$ cat config.mk
export PLATFORM = sky130hd
export DESIGN_NAME = memory_size_select
export DESIGN_NICKNAME = d
export VERILOG_FILES = /design/src/core/memory_size_select_pkg.sv /design/src/core/memory_size_select.sv
export SDC_FILE = /design/constraint.sdc
export NUM_CORES = 1
export LEC_CHECK = 0
export BUFFER_PORTS_ARGS = -buffer_cell sky130_fd_sc_hd__buf_2
export CAP_MARGIN = 20
export CELL_PAD_IN_SITES_DETAIL_PLACEMENT = 1
export CELL_PAD_IN_SITES_GLOBAL_PLACEMENT = 2
export CORE_ASPECT_RATIO = 1.5
export CORE_MARGIN = 2
export CORE_UTILIZATION = 31
export DETAILED_ROUTE_END_ITERATION = 10
export GPL_TIMING_DRIVEN = 0
export PLACE_DENSITY_LB_ADDON = 0.1
export SETUP_SLACK_MARGIN = 0.05
export SYNTH_ARGS = -nofsm -noshare
export SYNTH_HDL_FRONTEND = slang
export SYNTH_SLANG_ARGS = --single-unit
$ cat constraint.sdc
create_clock -name clk -period 2 [get_ports clk]
set_clock_uncertainty 0.15 [all_clocks]
set_input_delay 0.2 -clock clk [delete_from_list [all_inputs] [get_ports clk]]
set_output_delay 0.2 -clock clk [all_outputs]
set_load 0.02 [all_outputs]
$ cat src/core/memory_size_select_pkg.sv
// Constants and carrier types for the memory size select register block
// How it works
// - Reset loads the size register with CFH
// - Bits 7..5 must be 110, 1,024 bytes
// - Bits 3..0: 1100 is 48 KB, 1111 is 60 KB
// - Two switch registers pick port or segment pins
`default_nettype none
package memory_size_select_pkg;

  localparam logic [15:0] MEM_SIZE_ADDR    = 16'hfff0;
  localparam logic [15:0] PIN_SW_A_ADDR    = 16'hff78;
  localparam logic [15:0] PIN_SW_B_ADDR    = 16'hff79;
  localparam logic [7:0]  MEM_SIZE_RESET   = 8'hcf;
  localparam logic [7:0]  PIN_SW_RESET     = 8'h00;
  localparam logic [7:0]  MEM_SIZE_48K     = 8'hcc;
  localparam logic [7:0]  MEM_SIZE_60K     = 8'hcf;
  localparam logic [7:0]  MEM_SIZE_KEEP    = 8'hef;
  localparam logic [2:0]  HS_RAM_1024      = 3'h6;
  localparam logic [3:0]  PROG_48K         = 4'hc;
  localparam logic [3:0]  PROG_60K         = 4'hf;
  localparam logic [15:0] PROG_TOP_48K     = 16'hbfff;
  localparam logic [15:0] PROG_TOP_60K     = 16'hefff;
  localparam int          HS_RAM_LSB       = 5;
  localparam int          ZERO_BIT         = 4;
  localparam int          HS_RAM_MSB       = 7;
  localparam int          PROG_MSB         = 3;
  localparam int          PROG_LSB         = 0;
  localparam logic [7:0]  RDATA_NONE       = 8'h00;

  // One byte-wide CPU memory access
  typedef struct packed {
    logic [15:0] addr;
    logic        wr;
    logic        rd;
    logic [7:0]  wdata;
  } cpu_req_t;

  // Decoded memory map handed to the address decoders
  typedef struct packed {
    logic        hs_ram_1024;
    logic        prog_60k;
    logic [15:0] prog_top;
  } mem_map_t;

endpackage : memory_size_select_pkg
`default_nettype wire

$ cat src/core/memory_size_select.sv
// Memory size select register and pin function switch registers
`default_nettype none
module memory_size_select
  import memory_size_select_pkg::*;
(
  // Clock and reset
  input  wire logic     clk,
  input  wire logic     rst_n,
  // CPU byte access
  input  wire cpu_req_t cpu_req,
  output logic [7:0]    cpu_rdata,
  output logic          cpu_rvalid,
  // Memory map
  output mem_map_t      mem_map,
  output logic          write_rejected,
  // Pin function selection, 1 selects segment output
  output logic [7:0]    pin_function_switch_a,
  output logic [7:0]    pin_function_switch_b
);

  function automatic logic size_legal(input logic [7:0] v);
    size_legal = (v == MEM_SIZE_48K) || (v == MEM_SIZE_60K);
  endfunction : size_legal

  // Field pickers used by the map decode
  function automatic logic [2:0] hs_field(input logic [7:0] v);
    hs_field = v[HS_RAM_MSB:HS_RAM_LSB];
  endfunction : hs_field

  function automatic logic [3:0] prog_field(input logic [7:0] v);
    prog_field = v[PROG_MSB:PROG_LSB];
  endfunction : prog_field

  logic [7:0] memory_size_select_reg, memory_size_select_next;
  logic [7:0] pin_sw_a_reg,           pin_sw_a_next;
  logic [7:0] pin_sw_b_reg,           pin_sw_b_next;
  logic       rejected_reg,           rejected_next;
  logic [7:0] rdata_reg,              rdata_next;
  logic       rvalid_reg,             rvalid_next;
  logic       hit_size, hit_a, hit_b;

  assign hit_size = cpu_req.addr == MEM_SIZE_ADDR;
  assign hit_a    = cpu_req.addr == PIN_SW_A_ADDR;
  assign hit_b    = cpu_req.addr == PIN_SW_B_ADDR;

  // Writes
  always_comb begin
    memory_size_select_next = memory_size_select_reg;
    pin_sw_a_next           = pin_sw_a_reg;
    pin_sw_b_next           = pin_sw_b_reg;
    rejected_next           = rejected_reg;
    if (cpu_req.wr && hit_size) begin
      // Prohibited codes would break the map, so they never land
      if (size_legal(cpu_req.wdata)) begin
        memory_size_select_next = cpu_req.wdata & MEM_SIZE_KEEP;
        rejected_next           = 1'b0;
      end else begin
        rejected_next = 1'b1;
      end
    end
    if (cpu_req.wr && hit_a) begin
      pin_sw_a_next = cpu_req.wdata;
    end
    if (cpu_req.wr && hit_b) begin
      pin_sw_b_next = cpu_req.wdata;
    end
  end

  // Reads, answered one cycle later; unmapped reads give zero
  always_comb begin
    rvalid_next = cpu_req.rd;
    rdata_next  = rdata_reg;
    if (cpu_req.rd) begin
      if (hit_size) begin
        rdata_next = memory_size_select_reg;
      end else if (hit_a) begin
        rdata_next = pin_sw_a_reg;
      end else if (hit_b) begin
        rdata_next = pin_sw_b_reg;
      end else begin
        rdata_next = RDATA_NONE;
      end
    end
  end

  // Configuration group
  always_ff @(posedge clk or negedge rst_n) begin
    if (!rst_n) begin
      memory_size_select_reg <= MEM_SIZE_RESET;
      pin_sw_a_reg           <= PIN_SW_RESET;
      pin_sw_b_reg           <= PIN_SW_RESET;
      rejected_reg           <= 1'b0;
    end else begin
      memory_size_select_reg <= memory_size_select_next;
      pin_sw_a_reg           <= pin_sw_a_next;
      pin_sw_b_reg           <= pin_sw_b_next;
      rejected_reg           <= rejected_next;
    end
  end

  // Read group
  always_ff @(posedge clk or negedge rst_n) begin
    if (!rst_n) begin
      rdata_reg  <= RDATA_NONE;
      rvalid_reg <= 1'b0;
    end else begin
      rdata_reg  <= rdata_next;
      rvalid_reg <= rvalid_next;
    end
  end

  // Map decode; prog_top is EFFFH for the 60 KB code and BFFFH otherwise
  always_comb begin
    mem_map.hs_ram_1024 = hs_field(memory_size_select_reg) == HS_RAM_1024;
    mem_map.prog_60k    = prog_field(memory_size_select_reg) == PROG_60K;
    mem_map.prog_top    = mem_map.prog_60k ? PROG_TOP_60K : PROG_TOP_48K;
  end

  assign cpu_rdata             = rdata_reg;
  assign cpu_rvalid            = rvalid_reg;
  assign write_rejected        = rejected_reg;
  assign pin_function_switch_a = pin_sw_a_reg;
  assign pin_function_switch_b = pin_sw_b_reg;

  a_reset_value_cf: assert property (@(posedge clk)
    $rose(rst_n) |-> memory_size_select_reg == MEM_SIZE_RESET)
    else $error("size register not CFH after reset");

  a_legal_write_lands: assert property (@(posedge clk) disable iff (!rst_n)
    cpu_req.wr && hit_size && size_legal(cpu_req.wdata)
    |=> memory_size_select_reg == $past(cpu_req.wdata) && !write_rejected)
    else $error("legal size write did not land");

  a_bad_write_kept: assert property (@(posedge clk) disable iff (!rst_n)
    cpu_req.wr && hit_size && !size_legal(cpu_req.wdata)
    |=> $stable(memory_size_select_reg) && write_rejected)
    else $error("prohibited size write changed register");

  a_bit4_zero: assert property (@(posedge clk) disable iff (!rst_n)
    cpu_req.rd && hit_size |=> cpu_rvalid && !cpu_rdata[ZERO_BIT])
    else $error("bit 4 read back nonzero");

  a_map_top_tracks: assert property (@(posedge clk) disable iff (!rst_n)
    memory_size_select_reg == MEM_SIZE_48K |-> mem_map.prog_top == PROG_TOP_48K
      && mem_map.hs_ram_1024)
    else $error("48 KB map not decoded");

  a_map_60k: assert property (@(posedge clk) disable iff (!rst_n)
    memory_size_select_reg == MEM_SIZE_60K |-> mem_map.prog_top == PROG_TOP_60K)
    else $error("60 KB map not decoded");

  a_pin_switch_write: assert property (@(posedge clk) disable iff (!rst_n)
    cpu_req.wr && hit_a |=> pin_function_switch_a == $past(cpu_req.wdata))
    else $error("pin switch A write lost");

  a_read_returns: assert property (@(posedge clk) disable iff (!rst_n)
    cpu_req.rd && hit_size ##0 !cpu_req.wr |=> cpu_rdata == memory_size_select_reg)
    else $error("size register read mismatch");

  a_size_always_legal: assert property (@(posedge clk) disable iff (!rst_n)
    size_legal(memory_size_select_reg))
    else $error("size register holds a prohibited code");

  a_bit4_held_zero: assert property (@(posedge clk) disable iff (!rst_n)
    !memory_size_select_reg[ZERO_BIT])
    else $error("bit 4 of size register set");

  a_hs_ram_decoded: assert property (@(posedge clk) disable iff (!rst_n)
    mem_map.hs_ram_1024)
    else $error("high-speed RAM size not decoded");

  a_map_48k_flag: assert property (@(posedge clk) disable iff (!rst_n)
    memory_size_select_reg == MEM_SIZE_48K |-> !mem_map.prog_60k)
    else $error("60 KB flag set for 48 KB code");

  a_size_hold_idle: assert property (@(posedge clk) disable iff (!rst_n)
    !(cpu_req.wr && hit_size) |=> $stable(memory_size_select_reg))
    else $error("size register changed without a write");

  a_reject_held: assert property (@(posedge clk) disable iff (!rst_n)
    !(cpu_req.wr && hit_size) |=> $stable(write_rejected))
    else $error("reject flag changed without a write");

  a_switch_b_write: assert property (@(posedge clk) disable iff (!rst_n)
    cpu_req.wr && hit_b |=> pin_function_switch_b == $past(cpu_req.wdata))
    else $error("pin switch B write lost");

  a_switch_a_hold: assert property (@(posedge clk) disable iff (!rst_n)
    !(cpu_req.wr && hit_a) |=> $stable(pin_function_switch_a))
    else $error("pin switch A changed without a write");

  a_switch_b_hold: assert property (@(posedge clk) disable iff (!rst_n)
    !(cpu_req.wr && hit_b) |=> $stable(pin_function_switch_b))
    else $error("pin switch B changed without a write");

  a_switch_readback: assert property (@(posedge clk) disable iff (!rst_n)
    cpu_req.rd && hit_a |=> cpu_rdata == $past(pin_function_switch_a))
    else $error("pin switch A read mismatch");

  a_rvalid_pulse: assert property (@(posedge clk) disable iff (!rst_n)
    !cpu_req.rd |=> !cpu_rvalid)
    else $error("read valid without a read");

  a_unmapped_read_zero: assert property (@(posedge clk) disable iff (!rst_n)
    cpu_req.rd && !hit_size && !hit_a && !hit_b |=> cpu_rdata == RDATA_NONE)
    else $error("unmapped read not zero");

  // Reset values are checked on release, since disable iff hides the reset itself
  a_reset_switches: assert property (@(posedge clk)
    $rose(rst_n) |-> pin_function_switch_a == PIN_SW_RESET
      && pin_function_switch_b == PIN_SW_RESET)
    else $error("pin switches not cleared by reset");

  a_reset_status: assert property (@(posedge clk)
    $rose(rst_n) |-> !write_rejected && !cpu_rvalid && cpu_rdata == RDATA_NONE)
    else $error("status outputs not idle after reset");

  a_reset_map: assert property (@(posedge clk)
    $rose(rst_n) |-> mem_map.prog_60k && mem_map.hs_ram_1024)
    else $error("reset map is not the 60 KB setting");

endmodule : memory_size_select
`default_nettype wire

# Word-level counts from Yosys, hierarchy flattened
# Cells that the tools add are included.
[classes] n_eq_ne=7 mux=5 n_reduce_logical=5
[ops] op="$eq A16 B16 Y1 const B" count=3
[ops] op="$mux W8" count=3
[ops] op="$eq A8 B8 Y1 const B" count=2
[ops] op="$mux W15" count=1
[ops] op="$eq A4 B4 Y1 const B" count=1
[ops] op="$eq A3 B3 Y1 const B" count=1
[ops] op="$logic_and A1 B1 Y1" count=3
[ops] op="$reduce_and A2 Y1" count=1
[ops] op="$logic_or A1 B1 Y1" count=1
[ops] op="$mux W1" count=1
[word_totals] out_inout_bits=44 word_cells=23 register_bits=33 inputBits=28

# Depth between registers and ports, before layout
[depth] word_depth=4 ltp_mapped=5 ltp_nobuf=4

# Worst setup path before layout
# No wires, ideal clock.
[synth_timing] path_type="in2reg" start="in cpu_req[12] in the netlist's numbering" end="reg pin_sw_a_reg[0], in the netlist pin_function_switch_a[0]" arrival_ns=1.387 t_required_ns=1.725 setup_time_ns=0.125 slack_ns=0.338 cell_stages=4 n_path_buf=0 path_cell_list="and4b_1 and4_4 nor3b_4 mux2_2"
[synth_between] elab_chain_len=2
[synth_rtl] item="start, declared" line_no="memory_size_select.sv:10" source="input wire cpu_req_t cpu_req,"
[synth_rtl] item="$eq A16 B16 Y1" line_no="memory_size_select.sv:43" source="assign hit_a = cpu_req.addr == PIN_SW_A_ADDR;"
[synth_rtl] item="$logic_and A1 B1 Y1" line_no="memory_size_select.sv:61" source="if (cpu_req.wr && hit_a) begin"
[synth_rtl] item="end signal, assigned" line_no="memory_size_select.sv:95" source="pin_sw_a_reg <= pin_sw_a_next;"
[synth_rtl] item="end, declared" line_no="memory_size_select.sv:35" source="logic [7:0] pin_sw_a_reg, pin_sw_a_next;"
# Every way passes these cells.
# A chain may end at the register's enable or synchronous reset.

# Final worst setup path
[layout_timing] start="in cpu_req[12] in the netlist's numbering" end="reg rdata_reg[5], in the netlist cpu_rdata[5]"
[layout_between] elab_chain_len=4 elab_cells_between_ends=6 cone_classes="3 x eq/ne; 3 x mux"
[layout_rtl] item="$eq A16 B16 Y1" line_no="memory_size_select.sv:44" source="assign hit_b = cpu_req.addr == PIN_SW_B_ADDR;"
[layout_rtl] item="$mux W8" line_no="memory_size_select.sv:78" source="end else if (hit_b) begin"
[layout_rtl] item="$mux W8" line_no="memory_size_select.sv:76" source="end else if (hit_a) begin"
[layout_rtl] item="$mux W8 (*)" line_no="memory_size_select.sv:74" source="if (hit_size) begin"
[layout_rtl] item="end signal, assigned" line_no="memory_size_select.sv:107" source="rdata_reg <= rdata_next;"
[layout_rtl] item="end, declared" line_no="memory_size_select.sv:38" source="logic [7:0] rdata_reg, rdata_next;"
# Mark *: on every way between the ends. The rest lies on a longest branch, timed or not.

==> run metrics <==
Synth top area share=0.426; area grow syn2layout=33.3%; clock buffer depth=2; Finished Cell Area=2110 um2; Total GRT Usage=0.157; synthesized area=1590 um2; Worst Path Arrival=1.77 ns; library cells used by synthesis=30; CP Cell Sequence=buf_2, and4b_1, nand4_1, nor4_2, a221o_1; Crit-path slowest cell=nor4_2; Cells after Synth=123; crit-path max FO=6; Vias=1,228; Pleak=1.17 nW; CP Launch Point=cpu_req[12]; # DRC=0; r2r startpoint=pin_function_switch_a[0]; routed len/inst=15.9 um; CTS tree=built; CTS H-tree lvls=2; clock buffer count from CTS=5; prevailing post-synth register cell=dfrtp_1; outcome=complete, no violations; vias in the first global route=1,345; layout cell share with drive strength beyond 1=0.574; Post-synth ARST share=1.00; filler cell count=578; first-pass GRT wire length=6.84 mm; number of detailed-route iterations in the first pass=2; Crit path buffers/inverters=1; Post-CTS Setup Bufs=0; crit start category=primary input; # clock sinks=33; unrepaired setup endpoints after global routing=false; clk root buf=clkbuf_8; Rel. slew slack=0.418; routability cong.=0.782; Post-DP HPWL=3.20 mm; initial core utilization=0.324; cell count after placement=259; Post-Layout Cell Count=268; Via-to-Cell Ratio=4.58; Placeable Area=4890 um2; Worst Max-Slew Pin Slew=0.865 ns; final setup vio count=0; placement-stage cell area=2000 um2; Fin. Hold Viols=0; # hold bufs at CTS=1; crit share post-route=0.852; VDD IR max=446 uV; Synth area leaders=dfrtp_1 (43%), mux2_2 (17%), dfstp_2 (9.9%); Post-synth EDFFs=0; Max-Cap Viols=0; GRT overflow=0; worst skew pair latency=0.28 ns; 1st-iter DRT viols=28; largest area contributor in the netlist=dfrtp_1; fin crit period=1.70 ns; Worst setup EP type=flip-flop; worst min path class=in -> reg; die area=5710 um2; initial antenna violation count=0; PostCTS Resize Cnt=0; worst hold start=cpu_req[8]; power density cells=634 nW/um2; Slew Limit Fails=0; crit-path max cell delay=0.71 ns; CTS clk-pin slew, worst paths=0.07 ns; final setup TNS=0 ns; Die Span Y=91.6 um; Yosys reg bits=33; Fmax achieved=587 MHz; number of nets with antenna violations after routing=0; n_diodes=0; crit path kind=in -> reg; Syn. warnings=0; Die Width=62.4 um; synthesized area per cell=12.9 um2; FP Rows=31; drt total wl=4.27 mm; Tot Pwr=1.34 mW; required time of the critical path=2.07 ns; sequential share of the synthesized area=0.526; delay-heaviest family, CP=simple AND/OR/NAND/NOR gates; largest net degree at the start of global routing=34; Port Buffers=57; Ports=72; final net count=229; Layout Utilization=0.432
==> layout by cell type, fill, tap and decap left out, types with 3 or more instances in the layout <==
master / count
dfrtp_1: 27
nand2b_1: 5
nand2_1: 3
mux2_2: 24
buf_2: 58
clkbuf_8: 7
buf_4: 15
inv_1: 4
a221o_1: 6
dfstp_2: 6
conb_1: 14
nor2b_1: 6
nand4_1: 3
==> area by class of cell <==
cell class | instances | area [um2] | area share
multi-input combinational | 83 | 668 | 0.316
tap | 66 | 82.6 | 0.0391
buffer | 16 | 118 | 0.0557
inverter | 4 | 15.0 | 0.00710
clock inverter | 1 | 5.00 | 0.00237
clock buffer | 7 | 96.3 | 0.0456
sequential | 33 | 833 | 0.394
timing repair buffer | 58 | 295 | 0.140
==> cell families (layout without fill, tap and decap cells) <==
| kind of cell | after synthesis | after routing | share of synthesized area |
|---|---|---|---|
| simple gates | 32 | 32 | 0.144 |
| buf+inv | 20 | 86 | 0.0837 |
| compound gates | 10 | 10 | 0.0560 |
| xor+xnor | 1 | 1 | 0.00553 |
| other cells | 1 | 14 | 0.00237 |
| flops | 33 | 33 | 0.526 |
| mux | 26 | 26 | 0.183 |
==> stage by stage <==
| stage | hold WS, ns | setup WS (ns) |
|---|---|---|
| floorplan | -0.246 | 0.338 |
| global placement | 0.144 | 0.0220 |
| detailed placement | 0.166 | 0.0190 |
| CTS | 0.0120 | 0.310 |
| global route | 0.0209 | 0.248 |
| finish | 0.0188 | 0.295 |
==> final timing paths <==
| path | endpoint | cells after the start | slack, ns |
|---|---|---|---|
| max in group asynchronous | cpu_rdata[0] | 2 | 0.86 |
| min in group asynchronous | pin_function_switch_b[3] | 2 | 0.37 |
| worst max-delay path | cpu_rdata[5] | 5 | 0.30 |
| worst max register to register | cpu_rdata[0] | 2 | 0.74 |
| worst min register to register | memory_size_select_reg[6] | 1 | 0.36 |
| worst min-delay path | cpu_rvalid | 1 | 0.02 |
==> cells in the mapped netlist, types with 2 or more instances <==
cell,n
dfrtp_1,27
mux2i_1,2
nand2b_1,5
and3b_1,2
nor2_1,2
and2_1,2
mux2_2,24
buf_4,15
dfstp_2,6
nor2b_1,6
a221o_1,6
inv_1,4
nand2_1,3
nand4_1,3
==> power breakdown <==
group	total, mW	leakage [nW]	switching [mW]	internal [mW]
logic	0.118	0.681	0.0707	0.0474
registers	0.669	0.437	0.000252	0.669
clock network	0.552	0.0542	0.241	0.311
total	1.34	1.17	0.312	1.03
==> layer usage <==
| layer | up-vias | GRT usage | part of all wire |
|---|---|---|---|
| met1 | 598 | 0.178 | 0.39 |
| met2 | 50 | 0.266 | 0.52 |
| li1 | 569 | - | - |
| met4 | 0 | 0.0704 | 0.024 |
| met3 | 11 | 0.0508 | 0.065 |
| met5 | - | 0 | 0 |
No activity file was read; power rests on OpenSTA's default activity.
